<file path="src/shared/odc_pkg.sv">
// Constants, types and field layout for the eight-channel serial frame receiver.
// Assumes one 200 MHz system clock; the serial pins are asynchronous to it.
//
// Contract
// - A complete frame is at least sixteen falling serial clock edges under low sync.
// - With sync low, each falling serial edge shifts the data pin into sixteen bits.
// - The sixteenth falling edge after sync falls carries the final frame bit.
// - Sync rising after a complete frame executes the received command.
// - Sync rising before the sixteenth edge discards the frame and executes nothing.
// - From the sixteenth falling edge under low sync on, received data is forwarded to chain output.
// - Chained devices share clock and sync and all execute on one sync rise.
// - Chain output is low for fourteen falling edges, high on the fifteenth.
// - The next sixteen falling edges present the first sixteen received bits in order.
// - Eight channels each hold an unsigned twelve-bit data register, zero to 4095.
// - Register-only mode loads without updating outputs; write-through also updates them.
// - Nibble 1000 selects register-only, 1001 write-through; register-only after reset.
// - Top bit zero: bits 14 to 12 select the channel, low twelve the value.
// - 1010 updates masked outputs, 1011 writes A and updates all, 1100 broadcasts.
// - Reset clears all channel registers and holds the outputs at zero.

package odc_pkg;

	// ************************************************************
	// Frame layout
	// ************************************************************
	localparam int FRAME_BITS = 16;
	localparam int CHANNELS = 8;
	localparam int VALUE_BITS = 12;
	localparam int EDGE_BITS = 5;
	localparam logic [4:0] EDGE_MAX = 5'h1f;
	localparam logic [4:0] EDGE_EXECUTE = 5'h10;
	localparam logic [4:0] EDGE_LAST_LOW = 5'h0d;
	localparam logic [4:0] EDGE_MARKER = 5'h0e;
	localparam int CMD_MSB = 15;
	localparam int CMD_LSB = 12;
	localparam int SEL_MSB = 14;
	localparam int SEL_LSB = 12;
	localparam int CHAIN_TAP = 14;

	// ************************************************************
	// Command nibbles
	// ************************************************************
	localparam logic [3:0] CMD_REG_ONLY = 4'h8;
	localparam logic [3:0] CMD_WRITE_THROUGH = 4'h9;
	localparam logic [3:0] CMD_UPDATE_SELECT = 4'ha;
	localparam logic [3:0] CMD_CHANNEL_A = 4'hb;
	localparam logic [3:0] CMD_BROADCAST = 4'hc;

	typedef enum logic {register_only_mode, write_through_mode} odc_mode_t;

	// ************************************************************
	// Register map
	// ************************************************************
	localparam logic [7:0] ADDR_CONTROL = 8'h00;
	localparam logic [7:0] ADDR_STATUS = 8'h04;
	localparam logic [7:0] ADDR_FRAMES = 8'h08;
	localparam logic [7:0] ADDR_ABORTS = 8'h0c;
	localparam logic [7:0] ADDR_LAST_WORD = 8'h10;
	localparam logic [7:0] ADDR_DATA_BASE = 8'h20;
	localparam logic [7:0] ADDR_OUT_BASE = 8'h40;
	localparam logic [7:0] ADDR_BANK_MASK = 8'he0;
	localparam logic CONTROL_RESET = 1'b1;
	localparam logic [1:0] RESP_OKAY = 2'h0;
	localparam logic [1:0] RESP_DECERR = 2'h3;
	localparam int SYNC_STAGES = 2;

endpackage

</file>
<file path="src/shared/odc_ser_if.sv">
// Carries the sampled serial link state from the frame receiver to the chain output stage.
// Assumes everything here is on the system clock.
`timescale 1ns/100ps

interface odc_ser_if;
	logic fall;
	logic frame;
	logic [4:0] edges;
	logic [15:0] word;

	modport src (output fall, output frame, output edges, output word);
	modport dst (input fall, input frame, input edges, input word);
endinterface

</file>
<file path="src/rtl/odc_sync.sv">
// Double flip-flop synchronisers for the asynchronous serial pins.
// Assumes pins are plain levels; only the last stage is read downstream.
`timescale 1ns/100ps

module odc_sync #(
	parameter int WIDTH = 3,
	parameter int STAGES = odc_pkg::SYNC_STAGES
) (
	input wire logic aclk,
	input wire logic aresetn,
	input wire logic [WIDTH-1:0] pin_in,
	input wire logic [WIDTH-1:0] pin_idle,
	output logic [WIDTH-1:0] pin_sync
);

	initial begin
		if (STAGES < 2) begin
			$error("odc_sync needs at least two stages");
		end
	end

	// ************************************************************
	// One chain per pin
	// ************************************************************
	genvar b;
	generate
		for (b = 0; b < WIDTH; b++) begin : g_bit
			logic [STAGES-1:0] chain;

			// Shift the pin through the stages; idle level under reset so no false edge follows it
			always_ff @(posedge aclk) begin
				if (!aresetn) begin
					chain <= {STAGES{pin_idle[b]}};
				end else begin
					chain <= {chain[STAGES-2:0], pin_in[b]};
				end
			end
			assign pin_sync[b] = chain[STAGES-1];
		end
	endgenerate

endmodule // odc_sync

</file>
<file path="src/rtl/odc_chain.sv">
// Daisy-chain output stage: marker then the delayed serial stream.
// Assumes fall pulses arrive one per falling serial clock edge, with the count before the edge.
`timescale 1ns/100ps

module odc_chain (
	input wire logic aclk,
	input wire logic aresetn,
	odc_ser_if.dst link,
	output logic chain_out
);

	// Low outside frames, low for early edges, marker, then stream
	always_ff @(posedge aclk) begin
		if (!aresetn) begin
			chain_out <= 1'b0;
		end else if (!link.frame) begin
			chain_out <= 1'b0;
		end else if (link.fall) begin
			if (link.edges <= odc_pkg::EDGE_LAST_LOW) begin
				chain_out <= 1'b0;
			end else if (link.edges == odc_pkg::EDGE_MARKER) begin
				chain_out <= 1'b1;
			end else begin
				chain_out <= link.word[odc_pkg::CHAIN_TAP];
			end
		end
	end

endmodule // odc_chain

</file>
<file path="src/rtl/odc_top.sv">
// Eight-channel serial frame receiver with daisy-chain output and AXI4-Lite status.
// Assumes sync_n, sclk and din are asynchronous pins; sclk is far slower than aclk.
//
// The register addresses and the AXI4-Lite register port were left to the implementer.
`timescale 1ns/100ps

module odc_top #(
	parameter int ADDR_WIDTH = 8
) (
	input wire logic aclk,
	input wire logic aresetn,
	input wire logic sync_n,
	input wire logic sclk,
	input wire logic din,
	output logic chain_out,
	output logic [95:0] channel_output,
	output logic mode_write_through,
	input wire logic [ADDR_WIDTH-1:0] s_axi_awaddr,
	input wire logic [2:0] s_axi_awprot,
	input wire logic s_axi_awvalid,
	output logic s_axi_awready,
	input wire logic [31:0] s_axi_wdata,
	input wire logic [3:0] s_axi_wstrb,
	input wire logic s_axi_wvalid,
	output logic s_axi_wready,
	output logic [1:0] s_axi_bresp,
	output logic s_axi_bvalid,
	input wire logic s_axi_bready,
	input wire logic [ADDR_WIDTH-1:0] s_axi_araddr,
	input wire logic [2:0] s_axi_arprot,
	input wire logic s_axi_arvalid,
	output logic s_axi_arready,
	output logic [31:0] s_axi_rdata,
	output logic [1:0] s_axi_rresp,
	output logic s_axi_rvalid,
	input wire logic s_axi_rready
);

	localparam int W = odc_pkg::VALUE_BITS;
	localparam int N = odc_pkg::CHANNELS;

	initial begin
		if (ADDR_WIDTH < 8) begin
			$error("odc_top needs at least eight address bits");
		end
	end

	// ************************************************************
	// Pin sampling and edge detection
	// ************************************************************
	logic [2:0] pin_sync;
	logic sclk_s;
	logic sync_n_s;
	logic din_s;
	logic sclk_prev;
	logic sync_prev;
	logic enable;

	odc_sync #(.WIDTH(3), .STAGES(odc_pkg::SYNC_STAGES)) u_sync (
		.aclk(aclk),
		.aresetn(aresetn),
		.pin_in({sync_n, sclk, din}),
		.pin_idle(3'h4),
		.pin_sync(pin_sync)
	);

	assign sync_n_s = pin_sync[2];
	assign sclk_s = pin_sync[1];
	assign din_s = pin_sync[0];

	// Previous samples for edge detection
	always_ff @(posedge aclk) begin
		if (!aresetn) begin
			sclk_prev <= 1'b0;
			sync_prev <= 1'b1;
		end else begin
			sclk_prev <= sclk_s;
			sync_prev <= sync_n_s;
		end
	end

	odc_ser_if link ();

	logic sync_rise;
	assign link.frame = !sync_n_s && !sync_prev && enable;
	assign link.fall = link.frame && sclk_prev && !sclk_s;
	assign sync_rise = sync_n_s && !sync_prev && enable;

	// ************************************************************
	// Shift register and edge counter
	// ************************************************************
	logic [15:0] shift;
	logic [4:0] edges;

	assign link.word = shift;
	assign link.edges = edges;

	// Clear between frames, shift MSB first on each falling edge
	always_ff @(posedge aclk) begin
		if (!aresetn) begin
			shift <= 16'h0000;
		end else if (sync_n_s && sync_prev) begin
			shift <= 16'h0000;
		end else if (link.fall) begin
			shift <= {shift[14:0], din_s};
		end
	end

	// Count falling edges in a frame, saturating at EDGE_MAX (31)
	always_ff @(posedge aclk) begin
		if (!aresetn) begin
			edges <= 5'h00;
		end else if (sync_n_s && sync_prev) begin
			edges <= 5'h00;
		end else if (link.fall && edges != odc_pkg::EDGE_MAX) begin
			edges <= edges + 5'h01;
		end
	end

	odc_chain u_chain (
		.aclk(aclk),
		.aresetn(aresetn),
		.link(link),
		.chain_out(chain_out)
	);

	// ************************************************************
	// Command execution
	// ************************************************************
	logic execute;
	logic abort;
	logic [3:0] cmd;
	logic [2:0] sel;
	logic [W-1:0] value;

	assign execute = sync_rise && edges >= odc_pkg::EDGE_EXECUTE;
	assign abort = sync_rise && edges < odc_pkg::EDGE_EXECUTE;
	assign cmd = shift[odc_pkg::CMD_MSB:odc_pkg::CMD_LSB];
	assign sel = shift[odc_pkg::SEL_MSB:odc_pkg::SEL_LSB];
	assign value = shift[W-1:0];

	odc_pkg::odc_mode_t mode;
	odc_pkg::odc_mode_t next_mode;
	logic [W-1:0] data_reg [N];
	logic [W-1:0] next_data [N];
	logic [W-1:0] next_out [N];

	// Decode the frame into new mode, register and output values
	always_comb begin
		next_mode = mode;
		for (int i = 0; i < N; i++) begin
			next_data[i] = data_reg[i];
			next_out[i] = channel_output[i*W +: W];
		end
		if (execute) begin
			case (cmd)
				odc_pkg::CMD_REG_ONLY: begin
					next_mode = odc_pkg::register_only_mode;
				end
				odc_pkg::CMD_WRITE_THROUGH: begin
					next_mode = odc_pkg::write_through_mode;
				end
				odc_pkg::CMD_UPDATE_SELECT: begin
					for (int i = 0; i < N; i++) begin
						if (shift[i]) begin
							next_out[i] = data_reg[i];
						end
					end
				end
				odc_pkg::CMD_CHANNEL_A: begin
					next_data[0] = value;
					next_out[0] = value;
					for (int i = 1; i < N; i++) begin
						next_out[i] = data_reg[i];
					end
				end
				odc_pkg::CMD_BROADCAST: begin
					for (int i = 0; i < N; i++) begin
						next_data[i] = value;
						next_out[i] = value;
					end
				end
				default: begin
					if (!shift[odc_pkg::CMD_MSB]) begin
						next_data[sel] = value;
						if (mode == odc_pkg::write_through_mode) begin
							next_out[sel] = value;
						end
					end
				end
			endcase
		end
	end

	// Channel registers, outputs and mode; all clear at reset
	always_ff @(posedge aclk) begin
		if (!aresetn) begin
			mode <= odc_pkg::register_only_mode;
			mode_write_through <= 1'b0;
			channel_output <= '0;
			for (int i = 0; i < N; i++) begin
				data_reg[i] <= 12'h000;
			end
		end else begin
			mode <= next_mode;
			mode_write_through <= (next_mode == odc_pkg::write_through_mode);
			for (int i = 0; i < N; i++) begin
				data_reg[i] <= next_data[i];
				channel_output[i*W +: W] <= next_out[i];
			end
		end
	end

	// ************************************************************
	// Frame statistics
	// ************************************************************
	logic [15:0] frames;
	logic [15:0] aborts;
	logic [15:0] last_word;

	// Count executed and discarded frames, keep the last executed word
	always_ff @(posedge aclk) begin
		if (!aresetn) begin
			frames <= 16'h0000;
			aborts <= 16'h0000;
			last_word <= 16'h0000;
		end else begin
			if (execute) begin
				frames <= frames + 16'h0001;
				last_word <= shift;
			end
			if (abort) begin
				aborts <= aborts + 16'h0001;
			end
		end
	end

	// ************************************************************
	// AXI4-Lite slave
	// ************************************************************
	logic aw_held;
	logic w_held;
	logic [7:0] waddr;
	logic [31:0] wdata;
	logic [3:0] wstrb;
	logic do_write;

	assign do_write = aw_held && w_held && !s_axi_bvalid;

	// Write address capture
	always_ff @(posedge aclk) begin
		if (!aresetn) begin
			s_axi_awready <= 1'b0;
			aw_held <= 1'b0;
			waddr <= 8'h00;
		end else if (s_axi_awvalid && s_axi_awready) begin
			s_axi_awready <= 1'b0;
			aw_held <= 1'b1;
			waddr <= s_axi_awaddr[7:0];
		end else if (do_write) begin
			aw_held <= 1'b0;
		end else if (!aw_held && !s_axi_bvalid) begin
			s_axi_awready <= 1'b1;
		end
	end

	// Write data capture
	always_ff @(posedge aclk) begin
		if (!aresetn) begin
			s_axi_wready <= 1'b0;
			w_held <= 1'b0;
			wdata <= 32'h00000000;
			wstrb <= 4'h0;
		end else if (s_axi_wvalid && s_axi_wready) begin
			s_axi_wready <= 1'b0;
			w_held <= 1'b1;
			wdata <= s_axi_wdata;
			wstrb <= s_axi_wstrb;
		end else if (do_write) begin
			w_held <= 1'b0;
		end else if (!w_held && !s_axi_bvalid) begin
			s_axi_wready <= 1'b1;
		end
	end

	// Control register and write response
	always_ff @(posedge aclk) begin
		if (!aresetn) begin
			enable <= odc_pkg::CONTROL_RESET;
			s_axi_bvalid <= 1'b0;
			s_axi_bresp <= odc_pkg::RESP_OKAY;
		end else if (do_write) begin
			s_axi_bvalid <= 1'b1;
			if (waddr == odc_pkg::ADDR_CONTROL) begin
				if (wstrb[0]) begin
					enable <= wdata[0];
				end
				s_axi_bresp <= odc_pkg::RESP_OKAY;
			end else if (waddr <= odc_pkg::ADDR_LAST_WORD && waddr[1:0] == 2'h0) begin
				s_axi_bresp <= odc_pkg::RESP_OKAY;
			end else if ((waddr & odc_pkg::ADDR_BANK_MASK) == odc_pkg::ADDR_DATA_BASE && waddr[1:0] == 2'h0) begin
				s_axi_bresp <= odc_pkg::RESP_OKAY;
			end else if ((waddr & odc_pkg::ADDR_BANK_MASK) == odc_pkg::ADDR_OUT_BASE && waddr[1:0] == 2'h0) begin
				s_axi_bresp <= odc_pkg::RESP_OKAY;
			end else begin
				s_axi_bresp <= odc_pkg::RESP_DECERR;
			end
		end else if (s_axi_bready) begin
			s_axi_bvalid <= 1'b0;
		end
	end

	logic [7:0] raddr;
	logic [2:0] rch;
	assign raddr = s_axi_araddr[7:0];
	assign rch = raddr[4:2];

	// Read address accept and data return
	always_ff @(posedge aclk) begin
		if (!aresetn) begin
			s_axi_arready <= 1'b0;
			s_axi_rvalid <= 1'b0;
			s_axi_rdata <= 32'h00000000;
			s_axi_rresp <= odc_pkg::RESP_OKAY;
		end else if (s_axi_arvalid && s_axi_arready) begin
			s_axi_arready <= 1'b0;
			s_axi_rvalid <= 1'b1;
			s_axi_rresp <= odc_pkg::RESP_OKAY;
			s_axi_rdata <= 32'h00000000;
			if (raddr[1:0] != 2'h0) begin
				s_axi_rresp <= odc_pkg::RESP_DECERR;
			end else if (raddr == odc_pkg::ADDR_CONTROL) begin
				s_axi_rdata <= {31'h00000000, enable};
			end else if (raddr == odc_pkg::ADDR_STATUS) begin
				s_axi_rdata <= {29'h00000000, !sync_n_s, link.frame, mode == odc_pkg::write_through_mode};
			end else if (raddr == odc_pkg::ADDR_FRAMES) begin
				s_axi_rdata <= {16'h0000, frames};
			end else if (raddr == odc_pkg::ADDR_ABORTS) begin
				s_axi_rdata <= {16'h0000, aborts};
			end else if (raddr == odc_pkg::ADDR_LAST_WORD) begin
				s_axi_rdata <= {16'h0000, last_word};
			end else if ((raddr & odc_pkg::ADDR_BANK_MASK) == odc_pkg::ADDR_DATA_BASE) begin
				s_axi_rdata <= {20'h00000, data_reg[rch]};
			end else if ((raddr & odc_pkg::ADDR_BANK_MASK) == odc_pkg::ADDR_OUT_BASE) begin
				s_axi_rdata <= {20'h00000, channel_output[rch*W +: W]};
			end else begin
				s_axi_rresp <= odc_pkg::RESP_DECERR;
			end
		end else if (s_axi_rvalid) begin
			if (s_axi_rready) begin
				s_axi_rvalid <= 1'b0;
			end
		end else begin
			s_axi_arready <= 1'b1;
		end
	end

endmodule // odc_top

</file>
<file path="config.mk">
export PLATFORM = sky130hd
export DESIGN_NAME = odc_top
export DESIGN_NICKNAME = d
export VERILOG_FILES = /design/src/shared/odc_pkg.sv /design/src/shared/odc_ser_if.sv /design/src/rtl/odc_sync.sv /design/src/rtl/odc_chain.sv /design/src/rtl/odc_top.sv
export SDC_FILE = /design/constraint.sdc
export NUM_CORES = 1
export LEC_CHECK = 0
export ABC_CLOCK_PERIOD_IN_PS = 2100
export BUFFER_PORTS_ARGS = -buffer_cell sky130_fd_sc_hd__buf_2
export CAP_MARGIN = 30
export CORE_MARGIN = 3
export CORE_UTILIZATION = 50
export DETAILED_ROUTE_END_ITERATION = 16
export GPL_TIMING_DRIVEN = 0
export MAX_ROUTING_LAYER = met4
export PLACE_DENSITY_LB_ADDON = 0.1
export REMOVE_ABC_BUFFERS = 1
export SLEW_MARGIN = 20
export SYNTH_ARGS = -nofsm -noshare
export SYNTH_HDL_FRONTEND = slang
export SYNTH_SLANG_ARGS = --single-unit
</file>
<file path="constraint.sdc">
create_clock -name aclk -period 2.1 [get_ports aclk]
set_input_delay 0.315 -clock aclk [delete_from_list [all_inputs] [get_ports aclk]]
set_output_delay 0.315 -clock aclk [all_outputs]
set_load 0.01 [all_outputs]
</file>
==> flow_summary.ini, run 1 <==
[sta]
report.final.slew_viol_count = 0
final.min_clock_period_ps = 2290
tightest_slew_ps = 1120
hold_viol_final = 0
worst_clock_skew_ps = 13.6
slew_headroom = 0.249
grt_setup_unrepaired = yes
setup_viol = 71
timing.setup.tns_ps = -6160
fin_crit_sh = 1.09
maxClockFrequency_mhz = 436
final.setup.worst_slack_ps = -192

[yosys]
synth.distinct_cells = 59
synth_seq_area_share = 0.416
synth_top_cell_area_share = 0.416
yosys-top-cells-area = dfxtp_1 42%, mux2i_1 6.8%, mux4_2 6.7%, nor2_1 5.4%, a21oi_1 4.7%
synthesis.area_per_instance_um2 = 8.89
synth-edff-count = 0
synth_warnings = 0
synth.cells.most_frequent = 307 x dfxtp_1, 211 x nor2_1, 153 x nand2_1, 138 x a21oi_1, 111 x clkbuf_1
synth_cells = 1660
ys.flop_type = dfxtp_1
synth_area_um2 = 14800
ys_ff_latch = 307
yosys.cell_count.top_type = dfxtp_1
synthDominantAreaCellType = dfxtp_1
asr_flop_ratio_synth = 0

[global_routing]
grt_pass1_vias = 12800
globalRoute.totalOverflow = 0
grt_max_degree = 119
grt_pass1_wl_um = 77100
groute.usage.overall = 0.325
antenna_violations_before_repair = 0

[route]
first_iter_violations = 1710
firstDrtPassIters = 6
num_vias = 14000
routed_wl_um = 52900
detail_route.drc_violations = 0
wl_per_cell_um = 24.1
antenna_left = 0
via_per_inst = 6.36

[worst_setup_path]
critPathKind = reg2reg
worst-r2r-setup-slack_ps = -190
start_kind = register
r2r_cells = 10
worst-path-max-fanout = 6
critical_path_required_ps = 2460
cp-end-kind = register
regToRegStartpoint = link.word[12]
critical_path_arrival_ps = 2650
timing.rr.end = channel_output[23]

[die]
io_pins = 207
floorplan.rows = 62
core-area_um2 = 28900
die_height_um = 178
die_w_um = 178
dieArea_um2 = 31600
start_util = 0.510

[worst_hold_path]
worstHoldStart = din
worstHoldPathCells = 2
worstHoldPathType = in2reg
hold_end = u_sync.g_bit[0].chain[0]

[clocking]
clock_tree.htree_level_count = 2
clock_tree.root_cell = clkbuf_16
clock_sink_count = 307
cts_tree = built
cts.clk_slew.worst_paths_ps = 60
clock_path_buffers = 3
cts_inserted_buffers = 36
clk-insertion-delay-late_ps = 510

[run_status]
failing_checks = negative setup slack
outcome = finished, violations left

[place]
place_hpwl_um = 30900
post_detailed_placement_cell_area_um2 = 15800
buffer_ports.inserted = 150
routabilityCongestion = 0.908

[run]
max-cap-violations = 0

[power]
power.total_mw = 12.7
power.leakage_nw = 6.97
peak_ir_drop_on_the_vdd_network_uv = 658
power.density_cell_area_nw_per_um2 = 675

[cells_and_area]
total_area_of_multi_input_combinational_cells_um2 = 8820
n_fill_cell = 2347
ff_latch_area_um2 = 6170
design.final.nets = 1864
antenna-diode-count = 0
drive_above_1_share = 0.280
utilization = 0.649
final_design_area_no_fill_um2 = 18800
synthToLayoutAreaGrowth_pct = 27.3
-- layout make-up --
type | instances | share of cell area
Multi-Input combinational cell | 1184 | 0.469
Sequential cell | 307 | 0.328
Timing Repair Buffer | 246 | 0.110
Clock buffer | 46 | 0.0532
Tap cell | 384 | 0.0256
Clock inverter | 15 | 0.00992
Inverter | 15 | 0.00340
-- cell usage in the layout, fill, tap and decap left out, types with 11 or more instances in the layout --
master     Yosys  routed
dfxtp_1      307     293
nor2_1       211     195
nand2_1      153     150
buf_2         37     149
a21oi_1      138     125
mux2i_1      100      99
a22oi_1       61      59
mux4_2        44      44
clkbuf_16      0      39
o21ai_0       45      38
a211oi_1      50      38
nor3_1        41      36
nor2b_1       40      35
nand3_1       34      34
buf_4         20      34
a211oi_2      16      27
buf_6          0      25
xor2_1        20      20
nand2b_1      17      16
conb_1         1      16
inv_1         14      14
buf_12         0      14
a32oi_1       13      13
xnor2_1       12      12
a221oi_2       0      11
-- report_power, final --
group          total [mW]  internal [mW]  leakage (nW)  switching (mW)
clock network        6.35           3.86         0.585            2.49
registers            5.88           5.85          2.48          0.0286
logic               0.466          0.148          3.90           0.318
-- layer usage --
metal,routed length [µm],up-vias,track usage
li1,-,6234,-
met5,0,-,-
met2,23700,802,0.488
met1,21600,6773,0.431
met3,5000,166,0.0625
met4,2640,0,0.139
-- worst max-delay path by stage --
| stage | start | end | slack (ps) | cells after the start |
|---|---|---|---|---|
| 3_5_place_dp | link.word[15] | data_reg[3][4] | -1480 | 5 |
| 4_1_cts | link.word[12] | channel_output[19] | -170 | 10 |
| 2_1_floorplan | link.word[15] | channel_output[54] | -1830 | 4 |
| 3_3_place_gp | aresetn | s_axi_rdata[0] | -4210 | 5 |
| 6_report | link.word[12] | channel_output[23] | -190 | 10 |
| 5_1_grt | link.word[12] | channel_output[23] | -230 | 10 |
-- worst max-delay path: stages (launching register included) --
cell	delay [ps]
dfxtp_4	360
buf_12	120
or3b_4	390
a311oi_4	310
buf_6	160
buf_8	110
o21ai_4	100
buf_12	160
buf_4	160
a221oi_2	200
nor3_1	90
-- repair_timing --
| item | 4_1_cts | 5_1_grt |
|---|---|---|
| pin swaps | 29 | 28 |
| buffers inserted | 42 | 16 |
| gates resized for setup | 107 | 96 |
| endpoints found under the setup margin | 211 | 134 |
| hold buffers | 1 | 0 |
| hold endpoints to repair | 1 | 0 |
| gates cloned | 13 | 4 |
-- kinds of logic after synthesis --
kind of cell             Yosys count  share of synthesized area
AO/OA/AOI/OAI                    401                      0.185
XOR/XNOR                          32                     0.0190
adder cells (fa/ha/maj)            6                    0.00508
buffers and inverters            194                     0.0575
flip-flops                       307                      0.416
multiplexers                     148                      0.138
other                              1                   0.000254
AND/OR/NAND/NOR                  571                      0.179
-- through the flow --
stage	hold slack [ps]	std cells	worst slack [ps]
4_1_cts	20.7	2178	-169
2_1_floorplan	377	1496	-1830
6_report	30.8	2197	-192
5_1_grt	30.6	2197	-227
3_3_place_gp	418	2030	-4210
3_5_place_dp	391	2061	-1480
No activity file was read; power rests on OpenSTA's default activity.
==> run 2, diff against run 1 <==
REMOVE_ABC_BUFFERS = default   (was 1)
==> flow_summary.ini, run 2 (synthesis gave the netlist of run 1 again) <==
[run_status]
outcome = finished, violations left
failing_checks = negative setup slack

[cells_and_area]
utilization = 0.645
n_fill_cell = 2493
drive_above_1_share = 0.264
final_cell_mix = 302 x dfxtp_1, 193 x nor2_1, 160 x buf_2
synthToLayoutAreaGrowth_pct = 26.3
layout.cells.most_common = dfxtp_1
design.final.nets = 1966

[clocking]
cts_tree = built
cts.clk_slew.worst_paths_ps = 60
clock_path_buffers = 3
clk-insertion-delay-late_ps = 530
clock_sink_count = 307
clock_tree.htree_level_count = 2
clock_tree.root_cell = clkbuf_16
cts_inserted_buffers = 35

[worst_setup_path]
worst-path-max-fanout = 8
timing.critical_path.slowest_cell_delay_ps = 390
cp-end-kind = register
critical_path_arrival_ps = 2530
crit_chain = buf_6, or3b_4, a311oi_4, buf_6, o21ai_4, clkbuf_16, a221oi_4, nor3_1
critPathKind = reg2reg
critical_path_required_ps = 2450
critical-path-top-cell-by-count = buf_6
start_kind = register
crit_path_top_delay_cell = or3b_4

[route]
antenna_left = 0
num_vias = 14700
via_per_inst = 6.39
wl_per_cell_um = 26.8
first_iter_violations = 1983
detail_route.drc_violations = 0
routed_wl_um = 61800
firstDrtPassIters = 7

[global_routing]
globalRoute.totalOverflow = 0
groute.usage.overall = 0.389
grt_pass1_vias = 13400
grt_max_degree = 15
antenna_violations_before_repair = 3
grt_pass1_wl_um = 88500

[die]
floorplan.rows = 62
io_pins = 207
die_w_um = 178
die_height_um = 178
core-area_um2 = 28900
start_util = 0.510
dieArea_um2 = 31600

[sta]
tightest_slew_ps = 1080
slew_headroom = 0.277
final.setup.worst_slack_ps = -76.2
report.final.slew_viol_count = 0
setup_viol = 17
final.min_clock_period_ps = 2180
worst_clock_skew_ps = 24.7
maxClockFrequency_mhz = 460
hold_viol_final = 0
hold_slack_ps = 23.8
grt_setup_unrepaired = yes
fin_crit_sh = 1.04

[place]
routabilityCongestion = 1.04
buffer_ports.inserted = 146
pre_cts_slack_ps = -884
place_hpwl_um = 45200

[run]
max-cap-violations = 0

[power]
power_frac_comb = 0.041
power.density_cell_area_nw_per_um2 = 712
power.share.clock = 0.516
power.share.switching = 0.224
power.leakage_nw = 7.06
seq_power_share = 0.442
peak_ir_drop_on_the_vdd_network_uv = 542
net-switching-power_mw = 2.97
intPower_mw = 10.3

[worst_hold_path]
worstHoldPathType = in2reg
-- run 2: cell types whose count changed in the layout (fill, tap and decap cells not counted), sizes merged, moves of 3 or more --
| cell | delta |
|---|---|
| clkbuf | +112 |
| o21a | -5 |
| clkinv | -4 |
| bufinv | +3 |
| diode | +3 |
-- run 2: metal layers --
layer  vias up  global-route usage  wire length (µm)
li1       6414                   -                 -
met1      7014               0.520             24600
met2      1062               0.564             26300
met3       230              0.0794              6930
met4         0               0.188              3980
met5         -                   -                 0
-- run 2: final timing paths --
check                            from                       end  slack, ps  cells after the start
max reg2reg             link.word[14]        channel_output[14]        -80                      8
min reg2reg  u_sync.g_bit[2].chain[0]  u_sync.g_bit[2].chain[1]        430                      1
min                               din  u_sync.g_bit[0].chain[0]         20                      2
max                     link.word[14]        channel_output[14]        -80                      8
-- run 2: worst max-delay path: cells and delay by family (launching register included) --
kind | cells | cell delay [ps]
and+or+nand+nor | 2 | 480
buffers and inverters | 3 | 550
AOI/OAI and AO/OA | 3 | 630
DFF | 1 | 340
-- run 2: cell type report --
type                       instances  area (µm²)  share of cell area
clock buffer                      48        1030              0.0551
sequential                       307        6150               0.330
antenna                            3        7.51            0.000402
multi-input combinational       1174        8410               0.451
timing repair buffer             185        1140              0.0611
inverter                          15        56.3             0.00302
clock inverter                    15         260              0.0140
tap                              384         480              0.0258
buffer                           174        1120              0.0598
-- run 2: through the flow --
| stage | area (µm²) | cells | total power, mW | TNS (ps) |
|---|---|---|---|---|
| finish | 18700 | 2305 | 13.3 | -578 |
| global route | 18600 | 2303 | 13.6 | -3580 |
| global placement | 16000 | 2205 | 6.52 | -84590 |
| CTS | 17900 | 2280 | 13.3 | -154 |
| detailed placement | 16000 | 2205 | 6.52 | -89390 |
| floorplan | 14800 | 1675 | 6.33 | 0 |
-- run 2: timing repair --
item	CTS	global route
hold buffers	2	0
setup buffers	9	19
resized for setup	131	171
endpoints found under the hold margin	2	0
setup endpoints to repair	235	206
cloned	4	5
pin swaps	4	41
-- run 2: power groups by stage --
| stage | Sequential [mW] | Combinational, mW | Clock [mW] |
|---|---|---|---|
| floorplan | 6.00 | 0.321 | 0 |
| global placement | 6.00 | 0.513 | 0 |
| global route | 5.88 | 0.582 | 7.09 |
| CTS | 5.88 | 0.527 | 6.86 |
| detailed placement | 6.01 | 0.517 | 0 |
| finish | 5.88 | 0.551 | 6.85 |
